--- config.mk ---
export PLATFORM = sky130hd
export DESIGN_NAME = gtc_top
export DESIGN_NICKNAME = d
export VERILOG_FILES = /design/src/rtl/gtc_pkg.sv /design/src/rtl/gtc_top.sv
export SDC_FILE = /design/constraint.sdc
export NUM_CORES = 1
export LEC_CHECK = 0
export BUFFER_PORTS_ARGS = -buffer_cell sky130_fd_sc_hd__buf_2
export CORE_MARGIN = 4
export CORE_UTILIZATION = 45
export DETAILED_ROUTE_END_ITERATION = 10
export PLACE_DENSITY = 0.62
export SLEW_MARGIN = 10
export SYNTH_ARGS = -nofsm -noshare
export SYNTH_HDL_FRONTEND = slang
export SYNTH_SLANG_ARGS = --single-unit
export TNS_END_PERCENT = 10
--- constraint.sdc ---
create_clock -name MCLK -period 6.6 [get_ports MCLK]
set_input_delay 1.98 -clock MCLK [delete_from_list [all_inputs] [get_ports MCLK]]
set_output_delay 1.98 -clock MCLK [all_outputs]
set_load 0.02 [all_outputs]
--- src/rtl/gtc_pkg.sv ---
// Constants and types for the port control register block
package gtc_pkg;

   // ----------------------------------------------------------------
   // Register map
   // ----------------------------------------------------------------
   localparam logic [7:0]  PORT_CTRL_OFS   = 8'hb0;
   localparam logic [31:0] PORT_CTRL_RST   = 32'h0000_0000;
   localparam int          CACHE_EN_BIT    = 7;
   localparam int          RATE_OVR_BIT    = 0;
   localparam logic [2:0]  RATE_LOWEST     = 3'h1;
   localparam int          ENTRIES         = 8;
   localparam int          IDX_W           = 3;
   localparam int          TAG_W           = 20;
   localparam int          PFN_W           = 20;

   // Configuration write/read request
   typedef struct packed
   {
      logic        wr;
      logic        rd;
      logic [7:0]  addr;
      logic [3:0]  be;
      logic [31:0] wdata;
   } gtc_cfg_req_t;

   // Translation table entry returned from memory
   typedef struct packed
   {
      logic             valid;
      logic [TAG_W-1:0] tag;
      logic [PFN_W-1:0] pfn;
   } gtc_entry_t;

endpackage : gtc_pkg

--- src/rtl/gtc_top.sv ---
// Port control register and graphics translation cache control
`timescale 1ns/1ps
module gtc_top
(
   input  wire logic                        MCLK,
   input  wire logic                        RST,
   input  wire gtc_pkg::gtc_cfg_req_t       CFG_REQ,
   output logic                             CFG_DONE,
   output logic [31:0]                      CFG_RDATA,
   input  wire logic [2:0]                  RATE_RAW,
   output logic [2:0]                       RATE_READ,
   input  wire logic                        WB_DIRTY,
   output logic                             WB_FLUSH_REQ,
   input  wire logic                        XL_REQ,
   input  wire logic                        XL_APERTURE,
   input  wire logic [gtc_pkg::TAG_W-1:0]   XL_TAG,
   output logic                             XL_HIT,
   output logic [gtc_pkg::PFN_W-1:0]        XL_PFN,
   output logic                             XL_FETCH,
   output logic [gtc_pkg::TAG_W-1:0]        XL_FETCH_TAG,
   input  wire logic                        FETCH_DONE,
   input  wire gtc_pkg::gtc_entry_t         FETCH_ENTRY,
   output logic                             CACHE_ENABLE
);

   typedef enum {GTC_IDLE, GTC_DRAIN} gtc_state_t;

   // ----------------------------------------------------------------
   // Control register and config write completion
   // ----------------------------------------------------------------
   logic        cache_en_q, cache_en_d;
   logic        ovr_q, ovr_d;
   logic        pend_en_q, pend_en_d;
   logic        done_q, done_d;
   logic [31:0] rdata_q, rdata_d;
   gtc_state_t  st_q, st_d;
   logic        hit_ctrl;
   logic        en_change;

   assign hit_ctrl  = CFG_REQ.addr == gtc_pkg::PORT_CTRL_OFS;
   assign en_change = CFG_REQ.wr && hit_ctrl && CFG_REQ.be[0]
                      && (CFG_REQ.wdata[gtc_pkg::CACHE_EN_BIT] != cache_en_q);

   // Next values of the register; an enable change waits for the buffer
   always_comb
   begin
      cache_en_d = cache_en_q;
      ovr_d      = ovr_q;
      pend_en_d  = pend_en_q;
      done_d     = 1'b0;
      rdata_d    = rdata_q;
      st_d       = st_q;
      unique case (st_q)
         GTC_IDLE:
         begin
            if (CFG_REQ.rd)
            begin
               rdata_d = 32'h0000_0000;
               if (hit_ctrl)
               begin
                  rdata_d[gtc_pkg::CACHE_EN_BIT] = cache_en_q;
                  rdata_d[gtc_pkg::RATE_OVR_BIT] = ovr_q;
               end
               done_d = 1'b1;
            end
            else if (en_change)
            begin
               // Override bit lands now, enable only after the drain
               ovr_d     = CFG_REQ.wdata[gtc_pkg::RATE_OVR_BIT];
               pend_en_d = CFG_REQ.wdata[gtc_pkg::CACHE_EN_BIT];
               st_d      = GTC_DRAIN;
            end
            else if (CFG_REQ.wr)
            begin
               if (hit_ctrl && CFG_REQ.be[0])
                  ovr_d = CFG_REQ.wdata[gtc_pkg::RATE_OVR_BIT];
               done_d = 1'b1;
            end
         end
         GTC_DRAIN:
         begin
            if (!WB_DIRTY)
            begin
               cache_en_d = pend_en_q;
               done_d     = 1'b1;
               st_d       = GTC_IDLE;
            end
         end
      endcase
   end

   // Register stage, all zeros after reset
   always_ff @(posedge MCLK)
   begin
      if (RST)
      begin
         cache_en_q <= gtc_pkg::PORT_CTRL_RST[gtc_pkg::CACHE_EN_BIT];
         ovr_q      <= gtc_pkg::PORT_CTRL_RST[gtc_pkg::RATE_OVR_BIT];
         pend_en_q  <= 1'b0;
         done_q     <= 1'b0;
         rdata_q    <= gtc_pkg::PORT_CTRL_RST;
         st_q       <= GTC_IDLE;
      end
      else
      begin
         cache_en_q <= cache_en_d;
         ovr_q      <= ovr_d;
         pend_en_q  <= pend_en_d;
         done_q     <= done_d;
         rdata_q    <= rdata_d;
         st_q       <= st_d;
      end
   end

   assign CFG_DONE     = done_q;
   assign CFG_RDATA    = rdata_q;
   assign WB_FLUSH_REQ = st_q == GTC_DRAIN;
   assign CACHE_ENABLE = cache_en_q;

   // Status rate field as seen by software; 001 is the lowest mode
   assign RATE_READ = ovr_q ? gtc_pkg::RATE_LOWEST : RATE_RAW;

   // ----------------------------------------------------------------
   // Translation cache
   // ----------------------------------------------------------------
   gtc_pkg::gtc_entry_t            ent_q [gtc_pkg::ENTRIES];
   gtc_pkg::gtc_entry_t            ent_d [gtc_pkg::ENTRIES];
   logic [gtc_pkg::IDX_W-1:0]      age_q [gtc_pkg::ENTRIES];
   logic [gtc_pkg::IDX_W-1:0]      age_d [gtc_pkg::ENTRIES];
   logic                           hit;
   logic [gtc_pkg::IDX_W-1:0]      hit_idx;
   logic [gtc_pkg::IDX_W-1:0]      lru_idx;
   logic [gtc_pkg::PFN_W-1:0]      hit_pfn;
   logic                           fill;
   logic [gtc_pkg::IDX_W-1:0]      fill_idx;
   logic                           busy_q, busy_d;
   logic [gtc_pkg::TAG_W-1:0]      ftag_q, ftag_d;
   logic                           xhit_q, xhit_d;
   logic [gtc_pkg::PFN_W-1:0]      xpfn_q, xpfn_d;

   // Lookup and LRU victim search; lookup is skipped when disabled
   always_comb
   begin
      hit     = 1'b0;
      hit_idx = '0;
      hit_pfn = '0;
      lru_idx = '0;
      for (int i = 0; i < gtc_pkg::ENTRIES; i++)
      begin
         if (cache_en_q && ent_q[i].valid && ent_q[i].tag == XL_TAG)
         begin
            hit     = 1'b1;
            hit_idx = i[gtc_pkg::IDX_W-1:0];
            hit_pfn = ent_q[i].pfn;
         end
         if (age_q[i] == '1)
            lru_idx = i[gtc_pkg::IDX_W-1:0];
      end
   end

   // Fill policy: enabled stores all, disabled stores only invalid entries
   assign fill     = busy_q && FETCH_DONE
                     && (cache_en_q || !FETCH_ENTRY.valid);
   assign fill_idx = lru_idx;

   // Request sequencing, entries and age ordering
   always_comb
   begin
      busy_d = busy_q;
      ftag_d = ftag_q;
      xhit_d = 1'b0;
      xpfn_d = xpfn_q;
      ent_d  = ent_q;
      age_d  = age_q;
      if (!busy_q && XL_REQ && XL_APERTURE && hit)
      begin
         xhit_d = 1'b1;
         xpfn_d = hit_pfn;
         for (int i = 0; i < gtc_pkg::ENTRIES; i++)
            if (age_q[i] < age_q[hit_idx])
               age_d[i] = age_q[i] + 3'h1;
         age_d[hit_idx] = '0;
      end
      else if (!busy_q && XL_REQ && XL_APERTURE)
      begin
         busy_d = 1'b1;
         ftag_d = XL_TAG;
      end
      else if (busy_q && FETCH_DONE)
      begin
         busy_d = 1'b0;
         xhit_d = 1'b1;
         xpfn_d = FETCH_ENTRY.pfn;
         if (fill)
         begin
            ent_d[fill_idx] = FETCH_ENTRY;
            for (int i = 0; i < gtc_pkg::ENTRIES; i++)
               if (age_q[i] < age_q[fill_idx])
                  age_d[i] = age_q[i] + 3'h1;
            age_d[fill_idx] = '0;
         end
      end
      // Flush: clear every valid flag while disabled
      if (!cache_en_q)
         for (int i = 0; i < gtc_pkg::ENTRIES; i++)
            if (!(fill && fill_idx == i[gtc_pkg::IDX_W-1:0]))
               ent_d[i].valid = 1'b0;
   end

   // Age starts as a permutation so one entry is always least recent
   always_ff @(posedge MCLK)
   begin
      if (RST)
      begin
         busy_q <= 1'b0;
         ftag_q <= '0;
         xhit_q <= 1'b0;
         xpfn_q <= '0;
         for (int i = 0; i < gtc_pkg::ENTRIES; i++)
         begin
            ent_q[i] <= '0;
            age_q[i] <= i[gtc_pkg::IDX_W-1:0];
         end
      end
      else
      begin
         busy_q <= busy_d;
         ftag_q <= ftag_d;
         xhit_q <= xhit_d;
         xpfn_q <= xpfn_d;
         ent_q  <= ent_d;
         age_q  <= age_d;
      end
   end

   assign XL_HIT       = xhit_q;
   assign XL_PFN       = xpfn_q;
   assign XL_FETCH     = busy_q;
   assign XL_FETCH_TAG = ftag_q;
endmodule : gtc_top

==> qor.yml, run 1 <==
outcome:
  outcome: "finished, final reports clean"
sta:
  fmax_mhz: 178.6
  fin_crit_sh_pct: 84.81
  fin_setup_tns_ns: 0
  min_period_ns: 5.598
  drv_slew: 0
  worst_pin_slew_ns: 1.218
  slew_headroom_pct: 18.80
  report.final.setup_viol: 0
  rsz0062_at_grt: "no"
  hold_slack_ns: 0.4497
  finalHoldViolCount: 0
  fin_skew_ns: 0.02733
floorplan:
  fp.dieW_um: 222.3
  rows: 78
  fp.dieH_um: 222.3
  io_pins: 196
  core_area_um2: 45380
  dieArea_um2: 49440
  start_util_pct: 45.56
min_path:
  hp-class: "reg -> reg"
  hold_depth: 2
worst_setup_path:
  rrSetupSlack_ns: 2.34
  r2r-end: "age_q[2]"
  cp-end-kind: "flop"
  critPathRequiredTime_ns: 7.07
  critPathMaxFanout: 8
  cp.arrival_ns: 6.07
  rr_startpoint: "CACHE_ENABLE"
  cp-start-kind: "primary input"
  reg2regPathDepth: 18
  critical_path_class: "in -> reg"
pwr:
  p_per_area_nw_per_um2: 238.6
  peakVddDrop_mv: 0.1807
  leakage_uw: 0.007963
logic_synthesis:
  synth_edf_count: 0
  synthTopCellsByArea: "dfxtp_1 39%, nand2_1 15%, a21oi_1 9.7%, xor2_1 4.0%, clkbuf_1 3.3%"
  synth_area_per_cell_um2: 7.447
  syn-cell-area_um2: 20670
  yosysTopAreaCell: "dfxtp_1"
  yosysWarnings: 0
  synth_flop_cell: "dfxtp_1"
  ys_top_cells_by_count: "823 x nand2_1, 402 x a21oi_1, 401 x dfxtp_1, 179 x clkbuf_1, 138 x nor2_1"
  synthCells: 2776
  synthArstFlopShare_pct: 0
  ys_ff_latch: 401
  synth_top_area_share_pct: 38.83
  yosysSeqAreaShare_pct: 38.83
  ys_types: 91
  synth.most_common_cell: "nand2_1"
clocking:
  clk_pin_slew_ns: 0.06
  post_cts_resized: 0
  clkLatencyLatePin_ns: 0.60
  cts_root_buf: "clkbuf_16"
  cts_made_buffers: 46
  postCtsSetupRepairBufs: 0
  cts_sinks: 401
  cts.path.max_buffers: 3
  cts_hold_buf: 0
  cts_tree: "built"
  htree_levels: 2
global_routing:
  antenna_found_initial: 1
  grt_use_total_pct: 27.58
  grt_pass1_vias: 18190
  grt_max_degree: 231
  grt_pass1_wl_um: 108200
  overflow: 0
detailed_routing:
  final_antenna_net_count: 0
  first_pass_iters: 6
  drcViolationCount: 0
  via_per_inst: 5.679
  wirelength_um: 71360
  routedWlPerCell_um: 20.88
  via_count: 19410
  dr.first_iter.drc_count: 2026
cells_and_area:
  design_area_um2: 23020
  stdcell_count: 3418
  drive_gt1_share_pct: 10.97
  fin_nets: 2936
  area_delta_synth_final_pct: 11.35
  final_util_pct: 50.73
placed_design:
  port_buffers: 132
  dp_cells: 3333
  dp_hpwl_um: 46420
  dpl_cell_area_um2: 21480
  globalplace.congestion: 0.9429
job:
  maxCapViolCount: 0
==> layer usage <==
| layer | track usage [%] | routed length [um] |
|---|---|---|
| met5 | 0 | 0 |
| met4 | 9.306 | 2284 |
| met3 | 4.888 | 5717 |
| met2 | 42.92 | 31520 |
| met1 | 38.87 | 31840 |
==> stage by stage <==
stage          worst slack (ns)  power, uW
3_5_place_dp             0.5964       2956
5_1_grt                  0.7699       5665
6_report                  1.002       5492
2_1_floorplan            0.8442       2820
4_1_cts                   1.202       5523
3_3_place_gp             0.5995       2951
==> cell type report <==
type,count,area (um^2)
fill,4492,22360
antenna,1,2.502
inverter,27,101.3
clock buffer,70,1383
clock inverter,14,158.9
multi-input combinational,2121,11520
tap,600,750.7
timing repair buffer,184,1074
sequential,401,8028
==> report_power, final <==
group / total [uW] / internal [uW] / leakage (uW) / switching [uW]
Combinational: 451 / 133 / 0.00398 / 318
Clock: 2580 / 1500 / 0.000744 / 1080
Sequential: 2460 / 2440 / 0.00323 / 20.5
Total: 5490 / 4070 / 0.00796 / 1420
==> worst max-delay path, stage by stage <==
cell and delay [ns]:
buf_2 0.28, buf_4 0.25, xor2_1 0.10, nor4_1 0.28
nand4_1 0.38, nor2_4 0.31, a211oi_2 0.09, nor3_1 0.41
or2_2 0.23, o211ai_1 0.08, o21ai_0 0.09, nor2_1 0.07
a21oi_1 0.16, buf_4 0.20, ha_1 0.27, a31oi_1 0.25
nand2_1 0.08, a21bo_1 0.22, a221o_1 0.29
==> kinds of logic (layout without fill, tap and decap cells) <==
logic type	count (synthesis)	in the layout	synth area share, %
simple gates	1157	1157	23.80
compound gates	667	667	18.31
flops	401	401	38.83
buf+inv	283	295	6.403
xor+xnor	163	163	7.051
mux	58	58	2.857
fa+ha+maj	46	46	2.730
other cells	1	31	0.01814
==> layout by cell type (no fill, tap or decap), drive strengths merged, types with 6 or more instances in the layout <==
cell type  Yosys  final
nand3         24     24
inv           26     26
buf           77    184
and3           8      8
xnor2         69     69
clkinv         1     10
nand2b         9      9
dfxtp        401    401
a21boi         6      6
o21a           9      9
ha            39     39
nor4          42     42
or2            6      6
a31oi         16     16
mux2i         53     53
or4            7      7
nor2         138    138
maj3           7      7
nor2b          8      8
a211oi        31     31
o211ai        27     27
conb           1     30
nand2        823    823
nand4         32     32
o21ai        117    117
clkbuf       179     70
nor3          23     23
xor2          94     94
a21oi        403    403
==> worst max-delay path by stage <==
stage | from | cells after the start | end | slack [ns]
CTS | XL_TAG[13] | 19 | age_q[7] | 1.20
floorplan | XL_TAG[6] | 15 | age_q[7] | 0.84
detailed placement | XL_TAG[13] | 19 | age_q[7] | 0.60
global placement | XL_TAG[13] | 19 | age_q[7] | 0.60
global route | XL_TAG[13] | 19 | age_q[18] | 0.77
finish | XL_TAG[13] | 19 | age_q[2] | 1.00
Note: power is estimated with default switching activity, not from simulation.
==> run 2, diff against run 1 <==
==> constraint.sdc (replaced) <==
create_clock -name MCLK -period 5.4 [get_ports MCLK]
set_input_delay 1.62 -clock MCLK [delete_from_list [all_inputs] [get_ports MCLK]]
set_output_delay 1.62 -clock MCLK [all_outputs]
set_load 0.02 [all_outputs]
==> qor.yml, run 2 (synthesized netlist as in run 1, its figures left out) <==
global_routing:
  grt_max_degree: 179
  antenna_found_initial: 1
  overflow: 0
  grt_pass1_vias: 18440
  grt_pass1_wl_um: 110600
  grt_use_total_pct: 28.16
worst_setup_path:
  cp.arrival_ns: 5.61
  critPathMaxFanout: 8
  cp-end-kind: "flop"
  rr_startpoint: "age_q[9]"
  cp-start-kind: "primary input"
  critical_path_class: "in -> reg"
  rrSetupSlack_ns: 0.80
  reg2regPathDepth: 15
  critPathRequiredTime_ns: 5.88
  r2r-end: "age_q[1]"
pwr:
  leakage_uw: 0.008333
  power_uw: 6518
  p_per_area_nw_per_um2: 276.3
  peakVddDrop_mv: 0.2682
sta:
  min_period_ns: 5.136
  finalHoldViolCount: 0
  rsz0062_at_grt: "no"
  drv_slew: 0
  slew_headroom_pct: 17.39
  setup_ws_ns: 0.2644
  report.final.setup_viol: 0
  hold_slack_ns: 0.4499
  worst_pin_slew_ns: 1.238
  fmax_mhz: 194.7
  fin_crit_sh_pct: 95.10
  fin_skew_ns: 0.04600
placed_design:
  dp_hpwl_um: 48850
  globalplace.congestion: 0.9279
  post-place-ws_ns: -0.1816
  port_buffers: 132
clocking:
  postCtsSetupRepairBufs: 0
  post_cts_resized: 0
  cts_hold_buf: 0
  cts.path.max_buffers: 3
  cts_tree: "built"
  cts_root_buf: "clkbuf_16"
  htree_levels: 2
  cts_made_buffers: 45
  cts_sinks: 401
  clk_pin_slew_ns: 0.06
  clkLatencyLatePin_ns: 0.62
outcome:
  outcome: "finished, final reports clean"
floorplan:
  core_area_um2: 45380
  fp.dieW_um: 222.3
  dieArea_um2: 49440
  fp.dieH_um: 222.3
  rows: 78
  io_pins: 196
  start_util_pct: 45.56
cells_and_area:
  drive_gt1_share_pct: 13.24
  fin_nets: 3023
  final_util_pct: 51.99
  area_delta_synth_final_pct: 14.12
  final_common_cell: "nand2_1"
  num_antenna_cells: 0
  final_cell_mix: "822 x nand2_1, 402 x a21oi_1, 401 x dfxtp_1"
min_path:
  min_to: "CFG_RDATA[7]"
  hold_depth: 2
  min-delay-start: "CFG_RDATA[7]"
  hp-class: "reg -> reg"
detailed_routing:
  drcViolationCount: 0
  routedWlPerCell_um: 20.64
  via_count: 19610
  dr.first_iter.drc_count: 1959
  wirelength_um: 72090
  first_pass_iters: 5
  via_per_inst: 5.615
  final_antenna_net_count: 0
job:
  maxCapViolCount: 0
## run 2: cell types whose count changed in the layout (fill, tap and decap cells not counted), moves of 2 or more
cell	previous run	this run
clkbuf_1	11	13
clkbuf_16	47	45
clkinvlp_4	4	1
buf_12	1	8
buf_4	51	132
clkbuf_8	12	3
## run 2: worst max-delay path by stage
stage | startpoint | endpoint | cells after the start
after floorplan | XL_TAG[6] | age_q[7] | 15
after global placement | XL_TAG[16] | age_q[7] | 17
after detailed placement | XL_TAG[16] | age_q[7] | 17
after CTS | XL_TAG[16] | age_q[7] | 16
after global routing | XL_TAG[16] | age_q[19] | 16
final | XL_TAG[16] | age_q[18] | 16
## run 2: layout make-up
class,count,area [um^2]
clock buffer,61,1216
clock inverter,11,151.4
fill,4510,21790
inverter,27,101.3
multi-input combinational,2121,11520
sequential,401,8028
tap,600,750.7
timing repair buffer,272,1822
## run 2: critical path, stage by stage
cell and delay, ns:
buf_2 0.34, xor2_1 0.19, nor4_1 0.32, nand4_1 0.14, nor4_1 0.40, buf_4 0.21, a211oi_1 0.07, o21ai_0 0.59
mux2i_1 0.26, a21oi_1 0.12, buf_4 0.18, ha_1 0.31, a31oi_1 0.30, nand2_1 0.11, xnor2_1 0.15, a211o_1 0.30
## run 2: report_power, final
| part | switching (uW) | total (uW) | internal [uW] |
|---|---|---|---|
| clock | 1290 | 2930 | 1630 |
| sequential | 25.5 | 3010 | 2980 |
| combinational | 392 | 580 | 189 |
| total | 1710 | 6520 | 4810 |
## run 2: per-stage QoR
stage | area [um^2] | setup TNS (ns) | instances
floorplan | 20780 | 0 | 2805
detailed placement | 22230 | -1.245 | 3421
CTS | 23590 | 0 | 3493
finish | 23590 | 0 | 3493
global route | 23590 | 0 | 3493
global placement | 22230 | -0.9241 | 3421
## run 2: metal layers
layer | vias up | GRT usage (%) | routed length [um]
met3 | 106 | 5.007 | 5565
li1 | 9491 | - | -
met4 | 2 | 6.801 | 1622
met2 | 682 | 45.24 | 32740
met5 | - | 0 | 13
met1 | 9331 | 39.60 | 32150
